File: config.mk
export PLATFORM = sky130hd
export DESIGN_NAME = cpu_register_set_flags
export DESIGN_NICKNAME = d
export VERILOG_FILES = /design/src/design/regset_pkg.sv /design/src/design/flag_logic.sv /design/src/design/cpu_register_set_flags.sv
export SDC_FILE = /design/constraint.sdc
export NUM_CORES = 1
export LEC_CHECK = 0
export BUFFER_PORTS_ARGS = -buffer_cell sky130_fd_sc_hd__clkbuf_2
export CAP_MARGIN = 20
export CELL_PAD_IN_SITES_DETAIL_PLACEMENT = 1
export CELL_PAD_IN_SITES_GLOBAL_PLACEMENT = 2
export CORE_MARGIN = 8
export CORE_UTILIZATION = 41
export DETAILED_ROUTE_END_ITERATION = 16
export PLACE_DENSITY_LB_ADDON = 0.1
export RECOVER_POWER = 100
export SYNTH_ARGS = -nofsm -noshare
export SYNTH_HDL_FRONTEND = slang
export SYNTH_SLANG_ARGS = --single-unit
File: constraint.sdc
create_clock -name clk -period 9.1 [get_ports clk]
set_clock_uncertainty 0.05 [all_clocks]
set_input_delay 1.82 -clock clk [delete_from_list [all_inputs] [get_ports clk]]
set_output_delay 1.82 -clock clk [all_outputs]
set_load 0.1 [all_outputs]
File: src/design/regset_pkg.sv
// Shared constants and types for the register set and flag word
package regset_pkg;
  localparam int DATA_W = 16;
  // Flag word bit positions
  localparam int CARRY_POS = 0;
  localparam int PARITY_POS = 2;
  localparam int AUX_POS = 4;
  localparam int ZERO_POS = 6;
  localparam int SIGN_POS = 7;
  localparam int STEP_POS = 8;
  localparam int INT_EN_POS = 9;
  localparam int DIR_POS = 10;
  localparam int OVF_POS = 11;
  // Bits that hold a defined function
  localparam logic [15:0] FLAG_DEFINED_MASK = 16'h0FD5;
  // Values after reset
  localparam logic [15:0] FLAGS_RESET = 16'h0000;
  localparam logic [15:0] IP_RESET = 16'h0000;
  localparam logic [15:0] REG_RESET = 16'h0000;
  // Register file indices (read/write port addresses)
  localparam logic [4:0] IDX_ACC = 5'h00;
  localparam logic [4:0] IDX_COUNT = 5'h01;
  localparam logic [4:0] IDX_DATA = 5'h02;
  localparam logic [4:0] IDX_BASE = 5'h03;
  localparam logic [4:0] IDX_SP = 5'h04;
  localparam logic [4:0] IDX_BP = 5'h05;
  localparam logic [4:0] IDX_SI = 5'h06;
  localparam logic [4:0] IDX_DI = 5'h07;
  localparam logic [4:0] IDX_SEG0 = 5'h08;
  localparam logic [4:0] IDX_SEG3 = 5'h0B;
  localparam logic [4:0] IDX_IP = 5'h0C;
  localparam logic [4:0] IDX_FLAGS = 5'h0D;
  localparam logic [4:0] IDX_MSW = 5'h0E;
  localparam logic [4:0] IDX_MODE = 5'h0F;
  localparam logic [4:0] IDX_BYTE_LO = 5'h10;
  localparam logic [4:0] IDX_BYTE_HI = 5'h14;
  localparam logic [4:0] IDX_STATUS = 5'h18;
  localparam logic [4:0] IDX_EA = 5'h19;
  // Address space limits
  localparam logic [23:0] REAL_ADDR_LIMIT = 24'h0FFFFF;
  localparam logic [23:0] PHYS_ADDR_LIMIT = 24'hFFFFFF;

  // ALU operation classes reported to the flag logic
  typedef enum logic [2:0] {OP_ADD, OP_SUB, OP_LOGIC, OP_INC, OP_DEC} alu_op_t;

  // Result report from the execution datapath
  typedef struct packed {
    logic valid;
    logic byte_op;
    alu_op_t op;
    logic [15:0] a;
    logic [15:0] b;
    logic carry_in;
  } alu_report_t;

  // Operand source/destination kinds
  typedef enum logic [1:0] {LOC_REG, LOC_IMM, LOC_MEM} operand_loc_t;

  // Addressing request: base/index choice and displacement
  typedef struct packed {
    logic [1:0] base_sel;
    logic [1:0] index_sel;
    logic use_base;
    logic use_index;
    logic [15:0] disp;
  } ea_req_t;
endpackage : regset_pkg

File: src/design/flag_logic.sv
// Computes the arithmetic result and its status flags
`timescale 1ns/100ps
module flag_logic (
  input regset_pkg::alu_report_t rep,
  output logic [15:0] result,
  output logic [15:0] flags_out,
  output logic [15:0] flags_mask
);
  import regset_pkg::*;
  logic [16:0] wide;
  logic [4:0] nib;
  logic msb_a, msb_b, msb_r;
  logic [15:0] res_m;

  // Result and flag derivation for one operation
  always_comb begin
    wide = 17'h00000;
    nib = 5'h00;
    flags_out = 16'h0000;
    flags_mask = 16'h0000;
    case (rep.op)
      OP_ADD: begin
        wide = {1'b0, rep.a} + {1'b0, rep.b} + {16'h0000, rep.carry_in};
        nib = {1'b0, rep.a[3:0]} + {1'b0, rep.b[3:0]} + {4'h0, rep.carry_in};
      end
      OP_SUB: begin
        wide = {1'b0, rep.a} - {1'b0, rep.b} - {16'h0000, rep.carry_in};
        nib = {1'b0, rep.a[3:0]} - {1'b0, rep.b[3:0]} - {4'h0, rep.carry_in};
      end
      OP_INC: begin
        wide = {1'b0, rep.a} + 17'h00001;
        nib = {1'b0, rep.a[3:0]} + 5'h01;
      end
      OP_DEC: begin
        wide = {1'b0, rep.a} - 17'h00001;
        nib = {1'b0, rep.a[3:0]} - 5'h01;
      end
      OP_LOGIC: wide = {1'b0, rep.a ^ rep.b};
      default: wide = 17'h00000;
    endcase
    res_m = rep.byte_op ? {8'h00, wide[7:0]} : wide[15:0];
    msb_a = rep.byte_op ? rep.a[7] : rep.a[15];
    msb_b = (rep.op == OP_INC || rep.op == OP_DEC) ? 1'b0 :
            (rep.byte_op ? rep.b[7] : rep.b[15]);
    msb_r = rep.byte_op ? wide[7] : wide[15];
    // Carry out of the top result bit
    if (rep.byte_op) begin
      flags_out[CARRY_POS] = (rep.op == OP_SUB) ? (rep.a[7:0] < rep.b[7:0] ||
        (rep.a[7:0] == rep.b[7:0] && rep.carry_in)) : (wide[8] ^ rep.a[8] ^ rep.b[8]);
    end else begin
      flags_out[CARRY_POS] = wide[16];
    end
    flags_out[PARITY_POS] = ~^wide[7:0];
    flags_out[AUX_POS] = nib[4];
    flags_out[ZERO_POS] = (res_m == 16'h0000);
    flags_out[SIGN_POS] = msb_r;
    // Signed overflow: add/inc when operands agree in sign and result differs; sub/dec when operands differ and result differs from a
    if (rep.op == OP_SUB || rep.op == OP_DEC) begin
      flags_out[OVF_POS] = (msb_a != msb_b) && (msb_r != msb_a);
    end else if (rep.op == OP_LOGIC) begin
      flags_out[OVF_POS] = 1'b0;
    end else begin
      flags_out[OVF_POS] = (msb_a == msb_b) && (msb_r != msb_a);
    end
    // Logic ops leave carry clear too; inc/dec keep the old carry
    if (rep.op == OP_LOGIC) begin
      flags_out[CARRY_POS] = 1'b0;
      flags_out[AUX_POS] = 1'b0;
    end
    flags_mask = 16'((1 << CARRY_POS) | (1 << PARITY_POS) | (1 << AUX_POS) |
                 (1 << ZERO_POS) | (1 << SIGN_POS) | (1 << OVF_POS));
    if (rep.op == OP_INC || rep.op == OP_DEC) begin
      flags_mask[CARRY_POS] = 1'b0;
    end
    result = res_m;
  end
endmodule : flag_logic

File: src/design/cpu_register_set_flags.sv
// Architectural register set with flag word and address helpers
// Behaviour
// - Flag word is one 16-bit register
// - Carry flag tracks top-bit carry or borrow
// - Parity flag set on even low-byte ones
// - Aux carry tracks low-nibble carry or borrow
// - Zero flag set on zero result
// - Sign flag copies result top bit
// - Overflow flag set on signed overflow
// - Single-step trap after next instruction, clears flag
// - Interrupt enable gates maskable interrupts
// - Eight general words, four byte-splittable
// - Four 16-bit segment registers
// - Three status/control words including instruction pointer
// - Four registers serve as base or index
// - Operand routes; memory-to-memory only via strings
// - Real one megabyte, protected sixteen megabyte mapping
`timescale 1ns/100ps
module cpu_register_set_flags (
  input wire logic clk,
  input wire logic rst_b,
  input wire logic [4:0] addr,
  input wire logic [15:0] wdata,
  input wire logic wr,
  input wire logic rd,
  output logic [15:0] rdata,
  input regset_pkg::alu_report_t alu_rep,
  input wire logic alu_write,
  input wire logic [4:0] alu_dest,
  input wire logic insn_done,
  input wire logic [15:0] next_ip,
  input wire logic int_req,
  input wire logic [15:0] int_vector_addr,
  output logic int_taken,
  output logic step_trap,
  input regset_pkg::operand_loc_t src_loc,
  input regset_pkg::operand_loc_t dst_loc,
  input wire logic string_op,
  output logic route_ok,
  input wire logic string_step,
  input wire logic string_byte,
  input regset_pkg::ea_req_t ea_req,
  input wire logic [1:0] seg_sel,
  output logic [15:0] ea_q,
  output logic [23:0] phys_addr_q,
  output logic addr_fault_q,
  output logic [15:0] flags_q_out
);
  import regset_pkg::*;

  logic [15:0] gen_q [0:7];
  logic [15:0] seg_q [0:3];
  logic [15:0] ip_q;
  logic [15:0] msw_q;
  logic [15:0] flags_q;
  logic mode_prot_q;
  logic [15:0] alu_result;
  logic [15:0] alu_flags;
  logic [15:0] alu_mask;
  logic [15:0] rdata_q;
  logic step_pend_q;
  logic [15:0] step_sz;
  logic [15:0] ea_d;
  logic [23:0] phys_d;

  // Flag and result computation for the reported operation
  flag_logic u_flags (
    .rep(alu_rep),
    .result(alu_result),
    .flags_out(alu_flags),
    .flags_mask(alu_mask)
  );

  // Software write to a general register; byte indices hit the four split words
  function automatic logic [15:0] merge_byte(input logic [15:0] old, input logic hi,
                                             input logic [7:0] b);
    merge_byte = hi ? {b, old[7:0]} : {old[15:8], b};
  endfunction : merge_byte

  // General registers, with byte halves for the first four
  always_ff @(posedge clk or negedge rst_b) begin
    if (!rst_b) begin
      for (int i = 0; i < 8; i++) begin
        gen_q[i] <= REG_RESET;
      end
    end else begin
      if (wr && addr <= IDX_DI) begin
        gen_q[addr[2:0]] <= wdata;
      end else if (wr && addr >= IDX_BYTE_LO && addr < IDX_STATUS) begin
        gen_q[addr[1:0]] <= merge_byte(gen_q[addr[1:0]], addr >= IDX_BYTE_HI,
                                       wdata[7:0]);
      end
      if (alu_rep.valid && alu_write && alu_dest <= IDX_DI) begin
        gen_q[alu_dest[2:0]] <= alu_rep.byte_op ?
          merge_byte(gen_q[alu_dest[2:0]], 1'b0, alu_result[7:0]) : alu_result;
      end
      // Index auto-step for strings: source and destination index move together
      if (string_step) begin
        gen_q[IDX_SI[2:0]] <= gen_q[IDX_SI[2:0]] + step_sz;
        gen_q[IDX_DI[2:0]] <= gen_q[IDX_DI[2:0]] + step_sz;
      end
    end
  end

  // Step is one or two, negated when the direction flag is set
  always_comb begin
    step_sz = string_byte ? 16'h0001 : 16'h0002;
    if (flags_q[DIR_POS]) begin
      step_sz = 16'h0000 - step_sz;
    end
  end

  // Segment registers
  always_ff @(posedge clk or negedge rst_b) begin
    if (!rst_b) begin
      for (int i = 0; i < 4; i++) begin
        seg_q[i] <= REG_RESET;
      end
    end else if (wr && addr >= IDX_SEG0 && addr <= IDX_SEG3) begin
      seg_q[addr[1:0]] <= wdata;
    end
  end

  // Instruction pointer tracks the next sequential instruction
  always_ff @(posedge clk or negedge rst_b) begin
    if (!rst_b) begin
      ip_q <= IP_RESET;
    end else if (int_taken) begin
      ip_q <= int_vector_addr;
    end else if (insn_done) begin
      ip_q <= next_ip;
    end else if (wr && addr == IDX_IP) begin
      ip_q <= wdata;
    end
  end

  // Machine status word and addressing mode select
  always_ff @(posedge clk or negedge rst_b) begin
    if (!rst_b) begin
      msw_q <= REG_RESET;
      mode_prot_q <= 1'b0;
    end else begin
      if (wr && addr == IDX_MSW) begin
        msw_q <= wdata;
      end
      if (wr && addr == IDX_MODE) begin
        mode_prot_q <= wdata[0];
      end
    end
  end

  // Single-step: armed by the flag at an instruction end, fires at the next one
  always_ff @(posedge clk or negedge rst_b) begin
    if (!rst_b) begin
      step_pend_q <= 1'b0;
    end else if (step_trap) begin
      step_pend_q <= 1'b0;
    end else if (insn_done && flags_q[STEP_POS]) begin
      step_pend_q <= 1'b1;
    end
  end

  assign step_trap = insn_done && step_pend_q;
  // Maskable interrupt taken only at an instruction end with enable set
  assign int_taken = insn_done && int_req && flags_q[INT_EN_POS] && !step_trap;

  // Flag word: results update only defined result bits
  always_ff @(posedge clk or negedge rst_b) begin
    if (!rst_b) begin
      flags_q <= FLAGS_RESET;
    end else if (wr && addr == IDX_FLAGS) begin
      flags_q <= wdata & FLAG_DEFINED_MASK;
    end else begin
      if (alu_rep.valid) begin
        flags_q <= (flags_q & ~alu_mask) | (alu_flags & alu_mask);
      end
      // Trap entry drops the step flag; an interrupt entry drops only the enable flag
      if (step_trap) begin
        flags_q[STEP_POS] <= 1'b0;
      end
      if (int_taken) begin
        flags_q[INT_EN_POS] <= 1'b0;
      end
    end
  end

  assign flags_q_out = flags_q;

  // Only memory-to-memory needs the string path; immediates never a destination
  assign route_ok = (dst_loc != LOC_IMM) &&
                    !(src_loc == LOC_MEM && dst_loc == LOC_MEM && !string_op);

  // Offset from base (base word or frame pointer) plus index (source/dest index)
  always_comb begin
    ea_d = ea_req.disp;
    if (ea_req.use_base) begin
      ea_d = ea_d + (ea_req.base_sel[0] ? gen_q[IDX_BP[2:0]] : gen_q[IDX_BASE[2:0]]);
    end
    if (ea_req.use_index) begin
      ea_d = ea_d + (ea_req.index_sel[0] ? gen_q[IDX_DI[2:0]] : gen_q[IDX_SI[2:0]]);
    end
    phys_d = {seg_q[seg_sel], 8'h00} + {8'h00, ea_d};
    if (!mode_prot_q) begin
      phys_d = {4'h0, seg_q[seg_sel], 4'h0} + {8'h00, ea_d};
    end
  end

  // Registered address outputs; wrap past the real-mode limit is a fault flag
  always_ff @(posedge clk or negedge rst_b) begin
    if (!rst_b) begin
      ea_q <= 16'h0000;
      phys_addr_q <= 24'h000000;
      addr_fault_q <= 1'b0;
    end else begin
      ea_q <= ea_d;
      phys_addr_q <= mode_prot_q ? (phys_d & PHYS_ADDR_LIMIT) : (phys_d & {4'h0, 20'hFFFFF});
      addr_fault_q <= !mode_prot_q && (phys_d > REAL_ADDR_LIMIT);
    end
  end

  // Read port: data one cycle after the strobe; unmapped reads zero
  always_ff @(posedge clk or negedge rst_b) begin
    if (!rst_b) begin
      rdata_q <= 16'h0000;
    end else if (rd) begin
      if (addr <= IDX_DI) begin
        rdata_q <= gen_q[addr[2:0]];
      end else if (addr >= IDX_SEG0 && addr <= IDX_SEG3) begin
        rdata_q <= seg_q[addr[1:0]];
      end else if (addr == IDX_IP) begin
        rdata_q <= ip_q;
      end else if (addr == IDX_FLAGS) begin
        rdata_q <= flags_q;
      end else if (addr == IDX_MSW) begin
        rdata_q <= msw_q;
      end else if (addr == IDX_MODE) begin
        rdata_q <= {15'h0000, mode_prot_q};
      end else if (addr >= IDX_BYTE_LO && addr < IDX_STATUS) begin
        rdata_q <= {8'h00, (addr >= IDX_BYTE_HI) ? gen_q[addr[1:0]][15:8]
                                                 : gen_q[addr[1:0]][7:0]};
      end else if (addr == IDX_STATUS) begin
        rdata_q <= {14'h0000, step_pend_q, addr_fault_q};
      end else if (addr == IDX_EA) begin
        rdata_q <= ea_q;
      end else begin
        rdata_q <= 16'h0000;
      end
    end
  end

  assign rdata = rdata_q;
endmodule : cpu_register_set_flags

Word-level counts from Yosys, hierarchy flattened
Cells that the tools add are included.
Word-level totals
  register bits after elaboration: 299
  bits of input ports: 134
  word-level logic and storage cells: 205
Cells by class
  $add $sub $neg: 19
  magnitude comparators: 17
  equality and inequality tests: 17
  mux-type cells: 74
  bitwise gates (word level): 11
  reduce and logical (&&, ||, !) cells: 44
Operators by type and width (count)
  16-bit two-way mux: 36
  128-bit bitwise mux: 3
  128-bit two-way mux: 3
  16-bit binary-select mux with 3-bit select: 3
  16-bit demux with 3-bit select: 3
  17-bit case mux with 5 select lines: 1
  16-bit adder: 4
  16-bit binary-select mux with 2-bit select: 2
  64-bit bitwise mux: 1
  24-bit two-way mux: 2
  16-bit demux with 2-bit select: 1
  32-bit two-way mux: 1
  1-bit logical AND: 29
  24-bit by 16-bit adder with 24-bit output: 1
  24-bit by 20-bit > comparator with 1-bit output (second input constant): 1
  20-bit by 16-bit adder with 21-bit output: 1
  5-bit by 4-bit == test with 1-bit output (second input constant): 4
  5-bit case mux with 4 select lines: 1
  16-bit by 1-bit adder with 17-bit output (second input constant): 1
  16-bit by 16-bit adder with 17-bit output: 1
  17-bit by 1-bit adder with 17-bit output: 1
  16-bit by 1-bit subtractor with 17-bit output (second input constant): 1
  16-bit by 16-bit subtractor with 17-bit output: 1
  17-bit by 1-bit subtractor with 17-bit output: 1
  45 further kinds: 79

Logic depth before layout (Yosys ltp)
  depth in word-level cells: 13
  mapped depth: 30
  gate-level depth less buffers: 28

By module
Synthesis repeated with hierarchy kept, for this count alone.
Unflattened totals
  cells, all modules: 2802
  area total of the unflattened synthesis: 25104.1 µm²
By module, submodules not included
  cpu_register_set_flags: instances 1, cells each 2249, area an instance 21207.8 µm²
  flag_logic: instances 1, cells each 553, area an instance 3896.2 µm²

Worst setup path before layout
No wires, ideal clock.
  path type: input to register
  from: input port ea_req[20] in the netlist's numbering
  to: register phys_addr_q[17]
  data arrival time: 8.070 ns
  required time: 8.925 ns
  setup slack: 0.855 ns
  stages on the path: 29
  buffers on the path: 2
  cells stage by stage: clkbuf_1 buf_1 mux2_2 ha_1 fa_1 a211oi_2 o21bai_1 a21oi_1 o21bai_1 a21oi_1 xnor2_1 mux2_2 ha_1 a21o_1 a41oi_1 o21bai_1 maj3_1 xnor2_1 a21oi_1 ha_1 or3_1 o21ai_0 a21oi_1 maj3_1 nand3_1 o21bai_1 o21ai_0 xnor2_1 mux2_2
Between the ends
  cells in the longest elaborated chain, start to end: 8
  elaborated cells on any way between the ends: 9
  classes of those cells: add/sub: 4; mux: 5
Ends and longest elaborated chain
  from (decl): RTL line cpu_register_set_flags.sv:42  | input regset_pkg::ea_req_t ea_req,
  16-bit two-way mux (*): RTL line cpu_register_set_flags.sv:197  | ea_d = ea_d + (ea_req.base_sel[0] ? gen_q[IDX_BP[2:0]] : gen_q[IDX_BASE[2:0]]);
  16-bit adder (*): RTL line cpu_register_set_flags.sv:197
  16-bit two-way mux (*): RTL line cpu_register_set_flags.sv:196  | if (ea_req.use_base) begin
  16-bit adder: RTL line cpu_register_set_flags.sv:200  | ea_d = ea_d + (ea_req.index_sel[0] ? gen_q[IDX_DI[2:0]] : gen_q[IDX_SI[2:0]]);
  16-bit two-way mux (*): RTL line cpu_register_set_flags.sv:199  | if (ea_req.use_index) begin
  24-bit by 16-bit adder with 24-bit output / 20-bit by 16-bit adder with 21-bit output (equally long branches): RTL line cpu_register_set_flags.sv:202, cpu_register_set_flags.sv:204
  24-bit two-way mux (*): RTL line cpu_register_set_flags.sv:203  | if (!mode_prot_q) begin
  via phys_d[17]: RTL line cpu_register_set_flags.sv:64  | logic [23:0] phys_d;
  24-bit two-way mux (*): RTL line cpu_register_set_flags.sv:216  | phys_addr_q <= mode_prot_q ? (phys_d & PHYS_ADDR_LIMIT) : (phys_d & {4'h0, 20'hFFFFF});
  to (signal assigned): RTL line cpu_register_set_flags.sv:216
  to (decl): RTL line cpu_register_set_flags.sv:45  | output logic [23:0] phys_addr_q,
The timed path passes the listed nets; every way through them passes the cells marked *.
A chain may end at the register's enable or synchronous reset.

Final worst setup path
  from: input port ea_req[20] in the netlist's numbering
  to: register phys_addr_q[22]
Between the ends
  cells in the longest elaborated chain, start to end: 8
Ends and longest elaborated chain
  16-bit two-way mux (*): RTL line cpu_register_set_flags.sv:197
  16-bit adder (*): RTL line cpu_register_set_flags.sv:197
  16-bit two-way mux (*): RTL line cpu_register_set_flags.sv:196
  16-bit adder: RTL line cpu_register_set_flags.sv:200
  16-bit two-way mux (*): RTL line cpu_register_set_flags.sv:199
  via ea_d[14]: RTL line cpu_register_set_flags.sv:63  | logic [15:0] ea_d;
  24-bit by 16-bit adder with 24-bit output (*): RTL line cpu_register_set_flags.sv:202  | phys_d = {seg_q[seg_sel], 8'h00} + {8'h00, ea_d};
  24-bit two-way mux (*): RTL line cpu_register_set_flags.sv:203
  24-bit two-way mux (*): RTL line cpu_register_set_flags.sv:216
Marks and branches as above.

==> metrics <==
status finished, violations left; failing checks capacitance limit, slew limit; crit path launch ea_req[20]; final hold viol count 0; r2r startpoint gen_q[64]; antenna viol nets, final 0; Initial DRC Count ~1600; Max-Cap Viols 9; Reg clk slew, reported paths around 60 ps; # H-tree levels 2; chip width around 260 um; vias in the first global route 23000; synth unique cells slightly above 80; Area after DPL 25300 sq um; Final Cycle Share between 90 and 100%; pin count of the biggest net entering global routing between 100 and 150; LEAKAGE about 11 nW; Port Buffer Count 200; Post-Syn Instances around 2600; vias post-DR about 22000; starting density of the core 41.2%; most frequent cells in the layout dfrtp_1 (288), nand2_1 (269), o21ai_0 (219); Arrival @ worst endpoint a little under 9000 ps; Hold Slack roughly 430 ps; Congestion Overflow GR 0; HP Class reg -> reg; die area about 66000 sq um; DRC 0; GP Congestion about 0.90; Final Max Slew Viols 358; post-cts sizing count 0; clock root buffer clkbuf_16; CTS buffer count 37; met3 routed WL between 5 and 6 mm; critical path fanouts, max 9; IO Count 210; Die Height around 260 um; top layer in use met5; clk buf depth 3; Layout Cells excl Fill around 3500; CP endpoint kind flop; Post-Syn Area 23600 sq um; Async S/R FF share, synth 100%; mean area per synthesized cell 9.02 sq um; GRT Overall Usage about 29%; postcts setup bufs 0; predominant post-synthesis flop cell dfrtp_1; min Tclk post-route 8450 ps; Finished Cell Area about 26000 sq um; Power Dens Cells about 290 nW/um^2; Max VDD drop between 0.2 and 0.25 mV; Syn-to-layout area delta 11.5%; clk_lat worst skew around 570 ps; slowest CP cell clkbuf_1; Startpoint Class input pin; placed cell count 3457; setup tns final 0 ps; count of state elements after synthesis 288; via/cell ratio 6.20; type of the worst setup path in -> reg; layout cells sized above 1 about 16%; yosys warns 0; initial antenna violation count 4; CTS tree done; worst slew pin tran between 4000 and 5000 ps; Crit path required time roughly 9500 ps; Slew headroom -207%; Avg WL per Cell 27.8 um; Routed WL roughly 98 mm; RSZ-0062 raised after global routing false; CTS Sinks 288; Setup Viol. Count Final 0; Post-synth EDFFs 0; core area about 57000 sq um; highest clock rate between 100 and 150 MHz; met1 wire length about 41 mm; commonest non-fill, non-tap cell in the layout dfrtp_1; sequential element share of the synthesized area 30.5%; Max stage delay on crit path 490 ps; first-pass GRT wire length ~150 mm; Nets between 3000 and 4000; HPWL after DPL approximately 73 mm; 1st-pass router iterations 5; WL met2 between 40 and 50 mm; min-delay src rdata[9]; CTS Hold Bufs 0; row count 88
[worst max-delay path: cells and delay by family]
kind | cells | cell delay [ps]
and+or+nand+nor | 9 | 1520
xor gates and xnor gates | 2 | 270
buffers and inverters | 2 | 800
adders and majority gates | 3 | 1190
muxes | 2 | 690
AOI/OAI and AO/OA | 12 | 2540
[cell families after synthesis]
logic type	Yosys count	share of synthesized area (%)
fa+ha+maj	162	8.89
simple gates	710	13.9
mux	323	18.1
compound gates	757	20.1
buf+inv	271	4.50
flops	288	30.5
other cells	1	0.0159
xor+xnor	106	3.93
[layout make-up]
class / count / area (sq um)
tap: 765 / 957
clock inverter: 14 / 171
sequential: 288 / 7210
multi-input combinational: 2065 / 15400
clock buffer: 53 / 1060
inverter: 104 / 390
antenna: 1 / 2.50
fill: 6720 / 31000
timing repair buffer: 238 / 1170
[flip-flops by register name, indices dropped and copies added, names as in the netlist, 9 cells and up]
register	count
ea_q	12
rdata	16
seg_q	64
flags_q_out	9
phys_addr_q	24
ip_q	16
msw_q	16
gen_q	128
[worst paths after layout]
path	endpoint	slack [ps]	cells past startpoint
setup / recovery	phys_addr_q[22]	650	30
hold / removal	rdata[9]	430	1
setup reg to reg	phys_addr_q[23]	2080	28
hold reg to reg	rdata[9]	430	1
max in group asynchronous	rdata[2]	2390	2
min in group asynchronous	ip_q[14]	2840	1
[power by group]
part	switching (mW)	total (mW)	internal [mW]
Clock	0.619	1.52	0.899
Combinational	2.60	3.96	1.36
Sequential	0.488	2.13	1.65
[routing by layer]
layer / vias up / track usage [%]
met5: - / 0
li1: 9850 / -
met2: 703 / 49.3
met4: 2 / 12.8
met3: 179 / 4.41
met1: 11200 / 36.4
[synth_stat cells, types with 9 or more instances]
cell type	n	share of area (%)
a211oi_1	37	1.2
a21o_1	33	1.0
a21oi_1	188	4.0
a221oi_1	10	0.37
a22oi_1	18	0.57
a31oi_1	14	0.37
and2_1	9	0.24
buf_1	22	0.35
buf_4	12	0.38
clkbuf_1	133	2.1
dfrtp_1	288	31
fa_1	11	0.93
ha_1	147	7.8
inv_1	102	1.6
mux2_2	153	7.3
mux2i_1	102	4.3
mux4_2	68	6.5
nand2_1	269	4.3
nand2b_1	30	0.79
nand3_1	34	0.72
nand4_1	10	0.26
nor2_1	186	3.0
nor2b_1	33	0.87
nor3_1	50	1.1
nor3b_1	12	0.38
o211ai_1	17	0.54
o21a_1	22	0.70
o21ai_0	219	4.6
o21bai_1	24	0.76
o221ai_1	17	0.63
o22ai_1	57	1.5
o31ai_1	22	0.70
or3_1	43	1.1
xnor2_1	79	2.9
xor2_1	27	1.0
[per-stage QoR]
step / power, mW / setup WS, ps / utilization [%]
finish: 7.61 / 651 / 45.9
global route: 8.00 / 287 / 45.9
CTS: 7.66 / 1040 / 46.2
detailed placement: 6.12 / 463 / 44.1
global placement: 5.99 / 656 / 44.0
floorplan: 4.89 / 855 / -
Power figures use the tool's default switching activity.
